[config.mk]
export PLATFORM = sky130hd
export DESIGN_NAME = cbo_config_bank
export DESIGN_NICKNAME = d
export VERILOG_FILES = /design/src/design/cbo_pkg.sv /design/src/design/cbo_config_bank.sv
export VERILOG_INCLUDE_DIRS = /design/src /design/src/design
export SDC_FILE = /design/constraint.sdc
export NUM_CORES = 1
export LEC_CHECK = 0
export ABC_AREA = 1
export BUFFER_PORTS_ARGS = -buffer_cell sky130_fd_sc_hd__buf_2
export CAP_MARGIN = 20
export CORE_MARGIN = 10
export CORE_UTILIZATION = 45
export CTS_CLUSTER_DIAMETER = 120
export DETAILED_ROUTE_END_ITERATION = 6
export PLACE_DENSITY = 0.76
export SETUP_SLACK_MARGIN = 0.02
export SYNTH_ARGS = -nofsm -noshare
export SYNTH_HDL_FRONTEND = slang
export SYNTH_SLANG_ARGS = --single-unit
[constraint.sdc]
create_clock -name i_ref_clk -period 1.45 [get_ports i_ref_clk]
set_input_delay 0.3625 -clock i_ref_clk [delete_from_list [all_inputs] [get_ports i_ref_clk]]
set_output_delay 0.3625 -clock i_ref_clk [all_outputs]
set_load 0.01 [all_outputs]
[src/design/cbo_defines.svh]
// Purpose: Offsets, writable masks, reset values for the output config bank
// Assumes: Byte-wide register port, synchronous to i_ref_clk
// Notes: Included by the bank module
`ifndef CBO_DEFINES_SVH
`define CBO_DEFINES_SVH

// ****************************************
// Register offsets
// ****************************************
`define CBO_OFF_STOP 8'h0b
`define CBO_OFF_IMP_LO 8'h0c
`define CBO_OFF_IMP_HI 8'h0d
`define CBO_OFF_PULL_LO 8'h0e
`define CBO_OFF_PULL_HI 8'h0f
`define CBO_OFF_PWR_PULL 8'h10
`define CBO_OFF_EN_POL 8'h12
`define CBO_OFF_PWR_POL 8'h13

// ****************************************
// Writable masks
// ****************************************
`define CBO_MASK_STOP 8'h03
`define CBO_MASK_TRIPLE 8'hf3
`define CBO_MASK_PWR_PULL 8'h03
`define CBO_MASK_EN_POL 8'hdd
`define CBO_MASK_PWR_POL 8'h01

// ****************************************
// Reset values
// ****************************************
`define CBO_RST_STOP 8'h00
`define CBO_RST_PULL 8'h51
`define CBO_RST_PWR_PULL 8'h02
`define CBO_RST_EN_POL 8'h00
`define CBO_RST_PWR_POL 8'h00
`define CBO_IMP_DEFAULT 2'h2

`endif

[src/design/cbo_pkg.sv]
// Purpose: Types for the output config bank
// Assumes: cbo_defines.svh
// Notes: Codes follow the register encodings
package cbo_pkg;
    typedef enum logic [1:0] {
        CBO_STOP_LOW_LOW = 2'b00,
        CBO_STOP_HIZ = 2'b01,
        CBO_STOP_HIGH_LOW = 2'b10,
        CBO_STOP_LOW_HIGH = 2'b11
    } cbo_stop_t;

    typedef enum logic [1:0] {
        CBO_IMP_33 = 2'b00,
        CBO_IMP_85 = 2'b01,
        CBO_IMP_100 = 2'b10,
        CBO_IMP_RSVD = 2'b11
    } cbo_imp_t;

    typedef enum logic [1:0] {
        CBO_PULL_NONE = 2'b00,
        CBO_PULL_DOWN = 2'b01,
        CBO_PULL_UP = 2'b10,
        CBO_PULL_BOTH = 2'b11
    } cbo_pull_t;

    // Register port request
    typedef struct packed {
        logic wr;
        logic [7:0] addr;
        logic [7:0] data;
    } cbo_req_t;

    // Drive of one disabled pair
    typedef struct packed {
        logic true_oe;
        logic true_lvl;
        logic comp_oe;
        logic comp_lvl;
    } cbo_pair_t;
endpackage

[src/design/cbo_config_bank.sv]
// Purpose: Output configuration registers of a six-output clock generator
// Assumes: Byte access from the SMBus engine, one request per cycle
// Notes: Read data is registered, valid the cycle after the address
`timescale 1ns/1ps
`include "cbo_defines.svh"

module cbo_config_bank
    import cbo_pkg::*;
#(
    parameter int NUM_OUT = 6,
    parameter logic [1:0] IMP_DEFAULT = `CBO_IMP_DEFAULT
)
(
    // Clock and reset
    input wire logic i_ref_clk,
    input wire logic i_rst,
    // Register port
    input wire cbo_req_t i_req,
    output logic [7:0] o_rd_data,
    output logic o_addr_hit,
    // Pin levels
    input wire logic [NUM_OUT-1:0] i_enable_pin,
    input wire logic i_power_good_powerdown_pin,
    // Decoded settings
    output cbo_pair_t o_stopped_pair,
    output logic o_ref_stop_oe,
    output logic o_ref_stop_lvl,
    output logic [2*NUM_OUT-1:0] o_impedance_sel,
    output logic [2*NUM_OUT-1:0] o_enable_pull_sel,
    output logic [1:0] o_power_pin_pull_sel,
    output logic [NUM_OUT-1:0] o_output_enabled,
    output logic o_powerdown
);

    // ****************************************
    // Registers
    // ****************************************
    localparam logic [7:0] IMP_RST = {IMP_DEFAULT, IMP_DEFAULT, 2'b00, IMP_DEFAULT};

    logic [7:0] stop_state_control_reg;
    logic [7:0] output_impedance_low_reg;
    logic [7:0] output_impedance_high_reg;
    logic [7:0] enable_pin_pull_low_reg;
    logic [7:0] enable_pin_pull_high_reg;
    logic [7:0] power_pin_pull_reg;
    logic [7:0] enable_pin_polarity_reg;
    logic [7:0] power_pin_polarity_reg;
    logic [7:0] rd_data_reg;
    logic [7:0] rd_data_next;

    // ****************************************
    // Address decode
    // ****************************************
    wire sel_stop = i_req.addr == `CBO_OFF_STOP;
    wire sel_imp_lo = i_req.addr == `CBO_OFF_IMP_LO;
    wire sel_imp_hi = i_req.addr == `CBO_OFF_IMP_HI;
    wire sel_pull_lo = i_req.addr == `CBO_OFF_PULL_LO;
    wire sel_pull_hi = i_req.addr == `CBO_OFF_PULL_HI;
    wire sel_pwr_pull = i_req.addr == `CBO_OFF_PWR_PULL;
    wire sel_en_pol = i_req.addr == `CBO_OFF_EN_POL;
    wire sel_pwr_pol = i_req.addr == `CBO_OFF_PWR_POL;
    wire [7:0] wd = i_req.data;

    assign o_addr_hit = sel_stop | sel_imp_lo | sel_imp_hi | sel_pull_lo | sel_pull_hi
        | sel_pwr_pull | sel_en_pol | sel_pwr_pol;

    // Unmapped and reserved addresses read zero
    assign rd_data_next =
        ({8{sel_stop}} & stop_state_control_reg)
        | ({8{sel_imp_lo}} & output_impedance_low_reg)
        | ({8{sel_imp_hi}} & output_impedance_high_reg)
        | ({8{sel_pull_lo}} & enable_pin_pull_low_reg)
        | ({8{sel_pull_hi}} & enable_pin_pull_high_reg)
        | ({8{sel_pwr_pull}} & power_pin_pull_reg)
        | ({8{sel_en_pol}} & enable_pin_polarity_reg)
        | ({8{sel_pwr_pol}} & power_pin_polarity_reg);

    // ****************************************
    // Register writes
    // ****************************************
    always_ff @(posedge i_ref_clk)
    begin
        if (i_rst)
        begin
            stop_state_control_reg <= `CBO_RST_STOP;
            output_impedance_low_reg <= IMP_RST;
            output_impedance_high_reg <= IMP_RST;
            enable_pin_pull_low_reg <= `CBO_RST_PULL;
            enable_pin_pull_high_reg <= `CBO_RST_PULL;
            power_pin_pull_reg <= `CBO_RST_PWR_PULL;
            enable_pin_polarity_reg <= `CBO_RST_EN_POL;
            power_pin_polarity_reg <= `CBO_RST_PWR_POL;
            rd_data_reg <= 8'h00;
        end
        else
        begin
            rd_data_reg <= rd_data_next;
            if (i_req.wr && sel_stop)
                stop_state_control_reg <= wd & `CBO_MASK_STOP;
            if (i_req.wr && sel_imp_lo)
                output_impedance_low_reg <= wd & `CBO_MASK_TRIPLE;
            if (i_req.wr && sel_imp_hi)
                output_impedance_high_reg <= wd & `CBO_MASK_TRIPLE;
            if (i_req.wr && sel_pull_lo)
                enable_pin_pull_low_reg <= wd & `CBO_MASK_TRIPLE;
            if (i_req.wr && sel_pull_hi)
                enable_pin_pull_high_reg <= wd & `CBO_MASK_TRIPLE;
            if (i_req.wr && sel_pwr_pull)
                power_pin_pull_reg <= wd & `CBO_MASK_PWR_PULL;
            if (i_req.wr && sel_en_pol)
                enable_pin_polarity_reg <= wd & `CBO_MASK_EN_POL;
            if (i_req.wr && sel_pwr_pol)
                power_pin_polarity_reg <= wd & `CBO_MASK_PWR_POL;
        end
    end

    assign o_rd_data = rd_data_reg;

    // ****************************************
    // Field decode
    // ****************************************
    cbo_stop_t stopped_output_state;
    assign stopped_output_state = cbo_stop_t'(stop_state_control_reg[1:0]);

    wire [1:0] out0_impedance_sel = output_impedance_low_reg[1:0];
    wire [1:0] out1_impedance_sel = output_impedance_low_reg[5:4];
    wire [1:0] out2_impedance_sel = output_impedance_low_reg[7:6];
    wire [1:0] out3_impedance_sel = output_impedance_high_reg[1:0];
    wire [1:0] out4_impedance_sel = output_impedance_high_reg[5:4];
    wire [1:0] out5_impedance_sel = output_impedance_high_reg[7:6];
    assign o_impedance_sel = {out5_impedance_sel, out4_impedance_sel, out3_impedance_sel,
        out2_impedance_sel, out1_impedance_sel, out0_impedance_sel};

    wire [1:0] enable0_pull_sel = enable_pin_pull_low_reg[1:0];
    wire [1:0] enable1_pull_sel = enable_pin_pull_low_reg[5:4];
    wire [1:0] enable2_pull_sel = enable_pin_pull_low_reg[7:6];
    wire [1:0] enable3_pull_sel = enable_pin_pull_high_reg[1:0];
    wire [1:0] enable4_pull_sel = enable_pin_pull_high_reg[5:4];
    wire [1:0] enable5_pull_sel = enable_pin_pull_high_reg[7:6];
    assign o_enable_pull_sel = {enable5_pull_sel, enable4_pull_sel, enable3_pull_sel,
        enable2_pull_sel, enable1_pull_sel, enable0_pull_sel};
    assign o_power_pin_pull_sel = power_pin_pull_reg[1:0];

    wire [5:0] enable_active_level = {enable_pin_polarity_reg[7:6],
        enable_pin_polarity_reg[4:2], enable_pin_polarity_reg[0]};

    // Pin high matches active level when polarity is 1
    assign o_output_enabled = ~(i_enable_pin[5:0] ^ enable_active_level);
    assign o_powerdown = ~(i_power_good_powerdown_pin ^ power_pin_polarity_reg[0]);

    // ****************************************
    // Stopped state drive
    // ****************************************
    always_comb
    begin
        o_stopped_pair = '{true_oe: 1'b1, true_lvl: 1'b0, comp_oe: 1'b1, comp_lvl: 1'b0};
        o_ref_stop_oe = 1'b1;
        o_ref_stop_lvl = 1'b0;
        unique case (stopped_output_state)
            CBO_STOP_LOW_LOW:
            begin
                o_stopped_pair = '{1'b1, 1'b0, 1'b1, 1'b0};
                o_ref_stop_lvl = 1'b0;
            end
            CBO_STOP_HIZ:
            begin
                o_stopped_pair = '{1'b0, 1'b0, 1'b0, 1'b0};
                o_ref_stop_oe = 1'b0;
            end
            CBO_STOP_HIGH_LOW:
            begin
                o_stopped_pair = '{1'b1, 1'b1, 1'b1, 1'b0};
                o_ref_stop_lvl = 1'b0;
            end
            CBO_STOP_LOW_HIGH:
            begin
                o_stopped_pair = '{1'b1, 1'b0, 1'b1, 1'b1};
                o_ref_stop_lvl = 1'b1;
            end
        endcase
    end
endmodule // cbo_config_bank

* Word-level counts from Yosys, hierarchy flattened
Index checks and enable logic that the tools add are counted.
** Word-level totals
- Bits in registers :: 43
- Input port bits :: 26
- Output and inout bits :: 48
- Logic and storage cells :: 58
** Cells by class
- Equal/unequal tests :: 11
- Muxes and demuxes :: 3
- Bitwise gates (word level) :: 26
- Reduce and logical (&&, ||, !) cells :: 9
** Operators with widths (number)
- OR 8 bit :: 7
- bitwise AND 8 bit :: 5
- equality test 8 x 4 -> 1 bit (second input constant) :: 5
- equality test 8 x 5 -> 1 bit (second input constant) :: 3
- bitwise AND 8 x 2 -> 8 bit :: 2
- case mux 4 bit (4 select lines) :: 1
- bitwise AND 8 x 1 -> 8 bit :: 1
- logical AND 1 bit :: 8
- OR 1 bit :: 7
- NOT 6 bit :: 1
- XOR 6 bit :: 1
- equality test 2 bit (second input constant) :: 2
- equality test 2 x 1 -> 1 bit (second input constant) :: 1
- logical NOT 2 bit :: 1
- two-way mux 1 bit :: 2
- NOT 1 bit :: 1
- XOR 1 bit :: 1

* Longest topological paths before layout
Gate-level depths: netlist of the first run.
- Word-level depth :: 9
- Mapped depth :: 9
- Depth with buffers taken out :: 8

* Worst setup path before layout of the first run
No wires, ideal clock.
- Path type :: input to output
- Start point :: input port i_req[13] in the netlist's numbering
- End point :: output port o_addr_hit
- Data arrival time :: 1.141 ns
- Data required time :: 1.087 ns
- Path slack :: -0.053 ns
- Cell stages on the path :: 7
- Buffers on the path :: 2
- Cells stage by stage :: inv_1 nand2_2 nor2_8 buf_8 buf_6 o21ai_0 nand4_1
** On the way
- Cells in the longest elaborated chain, start to end :: 8
- Elaborated cells between the ends (all ways) :: 15
- Those cells by class :: eq/ne (8); bitwise (7)
** RTL lines
- start, declared :: line cbo_config_bank.sv:18 : input wire cbo_req_t i_req,
- equality test 8 x 4 -> 1 bit (no source line)
- OR 1 bit (4 in series) :: line cbo_config_bank.sv:64 : assign o_addr_hit = sel_stop | sel_imp_lo | sel_imp_hi | sel_pull_lo | sel_pull_hi
- OR 1 bit (2 in series) :: line cbo_config_bank.sv:65 : | sel_pwr_pull | sel_en_pol | sel_pwr_pol;
- OR 1 bit * :: line cbo_config_bank.sv:65
- end, declared :: line cbo_config_bank.sv:20 : output logic o_addr_hit,
Every way passes the cells marked *; elsewhere a longest branch is shown, timed or not.

* Worst setup path after layout of the first run
- Start point :: input port i_req[10] in the netlist's numbering
- End point :: output port o_addr_hit
Same word-level chain as after synthesis.

==> results of run 1 <==
## logic make-up after synthesis
group           after synthesis  share of synthesized area [%]
xor+xnor                      7                          2.915
compound gates               49                          12.43
simple gates                138                          34.21
buf+inv                      40                          9.518
flops                        43                          40.93
## Yosys cell counts
| master | instances | area, um2 |
|---|---|---|
| nor2_1 | 20 | 75.07 |
| clkbuf_1 | 3 | 11.26 |
| clkinv_2 | 2 | 10.01 |
| nand3_4 | 3 | 52.55 |
| buf_6 | 1 | 11.26 |
| o21ai_2 | 1 | 8.760 |
| o211ai_1 | 4 | 30.03 |
| dfxtp_1 | 43 | 860.8 |
| buf_8 | 1 | 15.01 |
| o21ai_0 | 19 | 95.09 |
| nand2_2 | 2 | 12.51 |
| nand2_1 | 55 | 206.5 |
| nor2_4 | 4 | 45.04 |
| nor2_2 | 2 | 12.51 |
| buf_2 | 1 | 5.000 |
| nand2_4 | 3 | 33.78 |
| nor2_8 | 2 | 40.04 |
| xnor2_1 | 7 | 61.31 |
| inv_1 | 21 | 78.83 |
| nand3_1 | 43 | 215.2 |
| a22oi_1 | 1 | 7.510 |
| a21oi_1 | 22 | 110.1 |
| buf_4 | 6 | 45.04 |
| nand4_1 | 1 | 6.260 |
| nand3_2 | 1 | 10.01 |
| o21ai_1 | 2 | 10.01 |
| inv_2 | 4 | 15.01 |
| nor3_1 | 2 | 10.01 |
| clkinv_4 | 1 | 8.760 |
## power by group through the flow
stage	registers, W	logic (W)	clock network (W)
floorplan	0.00121	0.000112	0
global placement	0.00121	0.000222	0
detailed placement	0.00121	0.000227	0
CTS	0.00118	0.000257	0.000772
global route	0.00118	0.000296	0.000837
finish	0.00118	0.000275	0.000764
## routing by layer
| layer | up-vias | part of all wire [%] | GRT usage [%] |
|---|---|---|---|
| met1 | 1021 | 40 | 18.50 |
| met2 | 110 | 49 | 29.60 |
| met5 | - | 0 | 0 |
| met4 | 0 | 1.1 | 4.112 |
| li1 | 1092 | - | - |
| met3 | 11 | 10 | 6.342 |
## worst reg2reg max path: cells and delay by family, from the launching register on
| family | cells | cell delay [ns] |
|---|---|---|
| simple gates | 3 | 0.26 |
| flops | 1 | 0.40 |
| compound gates | 1 | 0.13 |
## path summary, 6_finish.rpt
kind / to / slack (ns) / cells past startpoint
min: output_impedance_high_reg[5]$_SDFFE_PP1P_ / 0.34 / 3
max: o_addr_hit / 0.03 / 7
min reg2reg: o_rd_data[2]$_SDFF_PP0_ / 0.48 / 2
max reg2reg: o_rd_data[0]$_SDFF_PP0_ / 0.60 / 4
## metrics by stage
stage	util [%]	TNS, ns
CTS	63.91	0
floorplan	-	-0.01427
global placement	59.77	-1.546
detailed placement	59.77	-2.308
finish	65.40	0
global route	65.40	-0.01546
## area by class of cell
class / count / area (um2)
clock buffer: 6 / 72.57
clock inverter: 2 / 12.51
fill: 393 / 1538
inverter: 28 / 146.4
multi-input combinational: 194 / 1131
sequential: 43 / 860.8
tap: 52 / 65.06
timing repair buffer: 95 / 618.1
## layout by cell type, fill, tap and decap left out
cell        count
buf_2          65
nand2_1        50
nand3_1        43
dfxtp_1        43
a21oi_1        22
buf_4          20
nor2_1         16
o21ai_0        16
inv_1          15
xnor2_1         7
nor2_4          7
nand2_4         6
buf_6           6
clkbuf_8        5
inv_4           4
inv_2           4
o21ai_1         4
o211ai_1        4
nor2_2          3
nand3_4         3
clkinv_2        3
buf_12          3
nand2_8         2
nor2_8          2
nand2_2         2
o21ai_2         2
nor3_1          2
inv_16          1
inv_8           1
a22oi_2         1
nand4_1         1
clkinv_4        1
nand3_2         1
clkinvlp_4      1
clkbuf_1        1
buf_8           1
## timing repair
action                                 in CTS  in global routing
setup endpoints to repair                   1                  1
endpoints found under the hold margin       0                  0
pin swaps                                  10                 14
resized for setup                          29                 12
hold buffers                                0                  0
buffers inserted                            2                  3
==> metrics.md, run 1 <==
| Metric | Value |
|---|---|
| Yosys warning count | 0 |
| Hold crit path type | primary input to flop |
| Endpoints failing setup | 0 |
| Initial core utilization | 47.33% |
| Synth cell types | 29 |
| First-pass GRT wire length | 10.43 mm |
| RSZ-0062 raised after global routing | yes |
| Synth Instances | between 200 and 300 |
| Worst slew margin | between 80% and 90% |
| NumNets Final | 393 |
| Final Cell Area | 2907 um2 |
| Crit path DAT | 1.06 ns |
| Drt total wl | 6.481 mm |
| Hpwl dp | 4.794 mm |
| Clk sinks | 43 |
| CP top delay family | buffers and inverters |
| Final Cycle Share | a little over nine tenths |
| Largest net degree at the start of global routing | 28 |
| Critical Path Start Type | primary input |
| Fin worst setup slack | approximately 0.03 ns |
| Cells after DPL | 407 |
| Via/cell ratio | between 5 and 6 |
| TritonCTS buffer count | 5 |
| Status | completed |
| Port buffer count | 73 |
| CTS tree | built |
| Area growth from synthesis to layout | 38.19% |
| Ordered list of cells on the worst path | buf_6, inv_2, nand2_4, nor2_2, o21ai_1, nand4_1, buf_2 |
| Slowest CP cell | nor2_2 |
| Die width | 88.37 um |
| IR Drop Worst-Case VDD | about 0.00059 V |
| Layout cells sized above 1 | 39.13% |
| Die Span Y | between 80 and 90 um |
| ANT cells | 0 |
| ANT nets after route | 0 |
| Post-DR wirelength/cell | around 15 um |
| Clock skew | roughly 0.0044 ns |
| Least-Margin Pin Slew | roughly 0.26 ns |
| CP max FO | 3 |
| Ports | 74 |
| Largest register FFs | 8 |
| DRT Pass-1 Iters | 5 |
| Combinational share of power | 12.4% |
| Reg clk slew, reported paths | 0.08 ns |
| Final min period | roughly 1.4 ns |
| GPL Wtd Cong | 0.8715 |
| FF+latch count, synth | between 40 and 50 |
| Mapped cell area | 2103 um2 |
| Worst EP required | 1.09 ns |
| Leakage | around 1.3 nW |
| H-tree Lvls | 2 |
| Sw Ratio | a little over a quarter |
| # rows | 24 |
| CP Class | primary input to output port |
| DRC | 0 |
| Final Power | 0.002222 W |
| Hold Slack | 0.3375 ns |
| Max_cap viols | 0 |
| Overflow after GRT | 0 |
| DIE AREA | 7808 um2 |
| Core Region | 4444 um2 |
| Fin. Hold Viols | 0 |
| CP Buf/Inv Count | 3 |
| Finished Layout Cells | 420 |
| Clock Tree Root | clkbuf_8 |
| Total GRT Usage | 16.74% |
| Hold Startpoint | i_req[5] |
| Vias in the first global route | 2,180 |
| Avg Cell Area, Syn | 7.593 um2 |
| Slew Limit Fails | 0 |
| Vias post-DR | 2,234 |
| Max frequency | 703.9 MHz |
| Flop pwr share | a little over half |
| Crit path from | i_req[10] |
| Clock Tree Buf Depth | 2 |
| DP Area | around 2700 um2 |
| Cell Pwr Density | 764.6 nW/um2 |
| Seq/Total Area, Yosys | 40.93% |
| Initial drt markers | 156 |
| Worst R2R Start | stop_state_control_reg[0]$_SDFFE_PP0P_ |
| Pre-CTS WS | -0.2141 ns |
| Int Power | 0.001632 W |
| Syn Nets | ~300 |
| Clk_lat worst skew | around 0.30 ns |
| Clock power frac | 34.4% |
| Psw | 0.0005898 W |
| Crit end category | output port |
| Slowest cell delay on critical path | 0.14 ns |
| Initial antenna violation count | 0 |
(Power assumes the default switching activity.)
==> run 2, diff against run 1 <==
--- a/config.mk
+++ b/config.mk
@@ -9,7 +9,7 @@
 export ABC_AREA = 1
 export BUFFER_PORTS_ARGS = -buffer_cell sky130_fd_sc_hd__buf_2
 export CAP_MARGIN = 20
-export CORE_MARGIN = 10
+export CORE_MARGIN = 1.5
 export CORE_UTILIZATION = 45
 export CTS_CLUSTER_DIAMETER = 120
 export DETAILED_ROUTE_END_ITERATION = 6
==> constraint.sdc (replaced) <==
create_clock -name i_ref_clk -period 1.3 [get_ports i_ref_clk]
set_input_delay 0.325 -clock i_ref_clk [delete_from_list [all_inputs] [get_ports i_ref_clk]]
set_output_delay 0.325 -clock i_ref_clk [all_outputs]
set_load 0.01 [all_outputs]
==> run 2 against run 1 <==
  * The flow now finishes with violations (setup timing)
  * Die area is 35% lower
  * Non-clock buffer count increased by 1
  * Cell area up 3.2%
  * Flip-flop and latch count did not move
  * Total power grew 28%
  * Utilization is 2.6 points higher
  * Clock-buffer cell count did not move
  * Global-route usage rose by 5.5 points
  * First-iteration DRC count shrank 15%
  * Worst setup slack worse by 0.086 ns
  * Combinational power up 11%
  * Via count shrank 2.6%
  * Largest cell class unchanged
  * Largest power group unchanged
==> metrics.md, run 2 (synthesized netlist as in run 1, its figures left out) <==
| Metric | Value |
|---|---|
| Status | finished, violations left |
| Failing checks | setup timing |
| Setup TNS | -0.05671 ns (-0.05671 ns) |
| Fin worst setup slack | -0.05671 ns (-0.08601 ns) |
| DR top layer | met4 |
| # rows | 24 (unchanged) |
| Die width | 71.37 um (-19%) |
| Post-DR wirelength/cell | 13.50 um (-12%) |
| RSZ-0062 raised after global routing | yes |
| Clk sinks | 43 (unchanged) |
| Worst reg2reg endpoint | o_rd_data[0]$_SDFF_PP0_ |
| Vias post-DR | 2,175 (-2.6%) |
| Cell Pwr Density | 949.7 nW/um2 (+24%) |
| Clock Tree Buf Depth | 2 (unchanged) |
| Wl on met1 | 2.406 mm (-7.1%) |
| Final cell utilization of the core | 67.97% (+2.6 points) |
| Fillers | 367 (-6.6%) |
| Reg clk slew, reported paths | 0.08 ns (about the same) |
| Clock Tree Root | clkbuf_8 |
| Worst EP required | 0.98 ns (-0.11 ns) |
| DRT Pass-1 Iters | 4 (-1) |
| Critical Path Start Type | primary input |
| Metal2 WL | 2.730 mm (-14%) |
| Hpwl dp | 4.046 mm (-16%) |
| Worst-case reg-to-reg path depth | 5 (+1) |
| Clk_lat worst skew | 0.30 ns (about the same) |
| Hold Slack | 0.2855 ns (-0.05203 ns) |
| ANT nets after route | 0 (unchanged) |
| Crit end category | output port |
| Area growth from synthesis to layout | 42.65% |
| Commonest cells after routing, fill and taps aside | buf_2 (65), nand2_1 (49), nand3_1 (43) |
| ANT cells | 0 (unchanged) |
| Vias in the first global route | 1,974 (-9.4%) |
| Initial drt markers | 133 (-15%) |
| Ports | 74 (unchanged) |
| GPL Wtd Cong | 0.9117 (+4.6%) |
| Fin. Hold Viols | 0 (unchanged) |
| Overflow after GRT | 0 (unchanged) |
| Port buffer count | 73 (unchanged) |
| Leakage | 1.390 nW (+3.1%) |
| CTS tree | built |
| NumNets Final | 394 (+0.25%) |
| Hold crit path type | primary input to flop |
| Via/cell ratio | 5.166 (-2.9%) |
| Least-Margin Pin Slew | 0.2451 ns (-0.01603 ns) |
| CP max FO | 3 (unchanged) |
| Worst slew margin | 83.66% (+1.1 points) |
| H-tree Lvls | 2 (unchanged) |
| DP Area | 2649 um2 (-0.28%) |
| DIE AREA | 5093 um2 (-35%) |
| Final Power | 0.002849 W (+28%) |
| TritonCTS buffer count | 5 (unchanged) |
| Final Cell Area | 3000 um2 (+3.2%) |
| Max_cap viols | 0 (unchanged) |
| Largest net degree at the start of global routing | 26 (-7.1%) |
| DRC | 0 (unchanged) |
| Drt total wl | 5.685 mm (-12%) |
| Max frequency | between 700 and 800 MHz |
| Metal3 WL | 442 um (-33%) |
| Worst R2R Start | enable_pin_polarity_reg[0]$_SDFFE_PP0P_ |
| IR Drop Worst-Case VDD | 0.0005150 V (-13%) |
| Core Region | 4414 um2 (-0.68%) |
| Slew Limit Fails | 0 (unchanged) |
| Clock skew | 0.005012 ns (+0.0006450 ns) |
| Critical Path End | o_addr_hit |
| Crit path from | i_req[10] |
| Layout cells sized above 1 | 42.55% (+3.4 points) |
| First-pass GRT wire length | 8.997 mm (-14%) |
| Die Span Y | 71.37 um (-19%) |
| Crit path DAT | 1.03 ns (-0.03 ns) |
| Total GRT Usage | 22.28% (+5.5 points) |
| Largest register FFs | 8 (unchanged) |
| Endpoints failing setup | 1 (+1) |
| CP Class | primary input to output port |
| Hold Buf Count CTS | 0 (unchanged) |
| Most common cell after layout, fill and taps aside | buf_2 |
| Initial core utilization | 47.65% (+0.32 points) |
| Final Cycle Share | 104.4% |
| R2r setup slk | 0.45 ns (-0.15 ns) |
| Final min period | 1.357 ns |
| Initial antenna violation count | 0 (unchanged) |
[run 2: worst min-delay path by stage]
stage / slack, ns / end / from / depth (start not counted)
final: 0.29 / output_impedance_high_reg[5]$_SDFFE_PP1P_ / i_req[5] / 3
after global routing: 0.32 / enable_pin_pull_high_reg[4]$_SDFFE_PP1P_ / i_req[4] / 3
after CTS: 0.28 / output_impedance_high_reg[5]$_SDFFE_PP1P_ / i_req[5] / 3
after detailed placement: 0.46 / o_rd_data[3]$_SDFF_PP0_ / enable_pin_polarity_reg[3]$_SDFFE_PP0P_ / 2
after global placement: 0.46 / o_rd_data[2]$_SDFF_PP0_ / enable_pin_polarity_reg[2]$_SDFFE_PP0P_ / 2
after floorplan: 0.44 / enable_pin_pull_high_reg[4]$_SDFFE_PP1P_ / i_req[4] / 2
[run 2: metrics by stage]
step	std cells	setup WS (ns)
final	421	-0.05671
after global routing	421	-0.07901
after CTS	416	-0.04963
after detailed placement	406	-0.2529
after global placement	406	-0.2368
after floorplan	277	-0.08927
[run 2: final cells by class]
| type | instances | area [um2] | share of cell area [%] |
|---|---|---|---|
| clock buffers | 6 | 72.57 | 2.419 |
| clock inverters | 2 | 60.06 | 2.002 |
| inverters | 28 | 147.6 | 4.921 |
| multi-input cells | 194 | 1149 | 38.28 |
| flip-flops and latches | 43 | 872.1 | 29.07 |
| well taps | 52 | 65.06 | 2.168 |
| repair buffers | 96 | 634.4 | 21.14 |
[run 2: routing by layer]
| layer | GRT usage (%) | up-vias |
|---|---|---|
| met3 | 5.626 | 13 |
| met5 | 0 | - |
| li1 | - | 1089 |
| met2 | 35.39 | 89 |
| met4 | 7.966 | 0 |
| met1 | 29.47 | 984 |
[run 2: critical path, cell delays in order]
cell	delay, ns
buf_6	0.10
inv_2	0.05
nand2_4	0.09
nor2_4	0.04
o21ai_1	0.16
nand4_1	0.11
buf_2	0.15
[run 2: power breakdown]
group / internal, W / switching (W)
sequential: 0.00132 / 0.00000195
clock: 0.000768 / 0.000459
combinational: 0.000129 / 0.000176
[run 2: repair_timing]
item,4_1_cts,5_1_grt
setup buffers,2,5
gates cloned,0,0
pin swaps,12,11
gates resized for setup,35,22
endpoints found under the hold margin,0,0
endpoints found under the setup margin,2,17
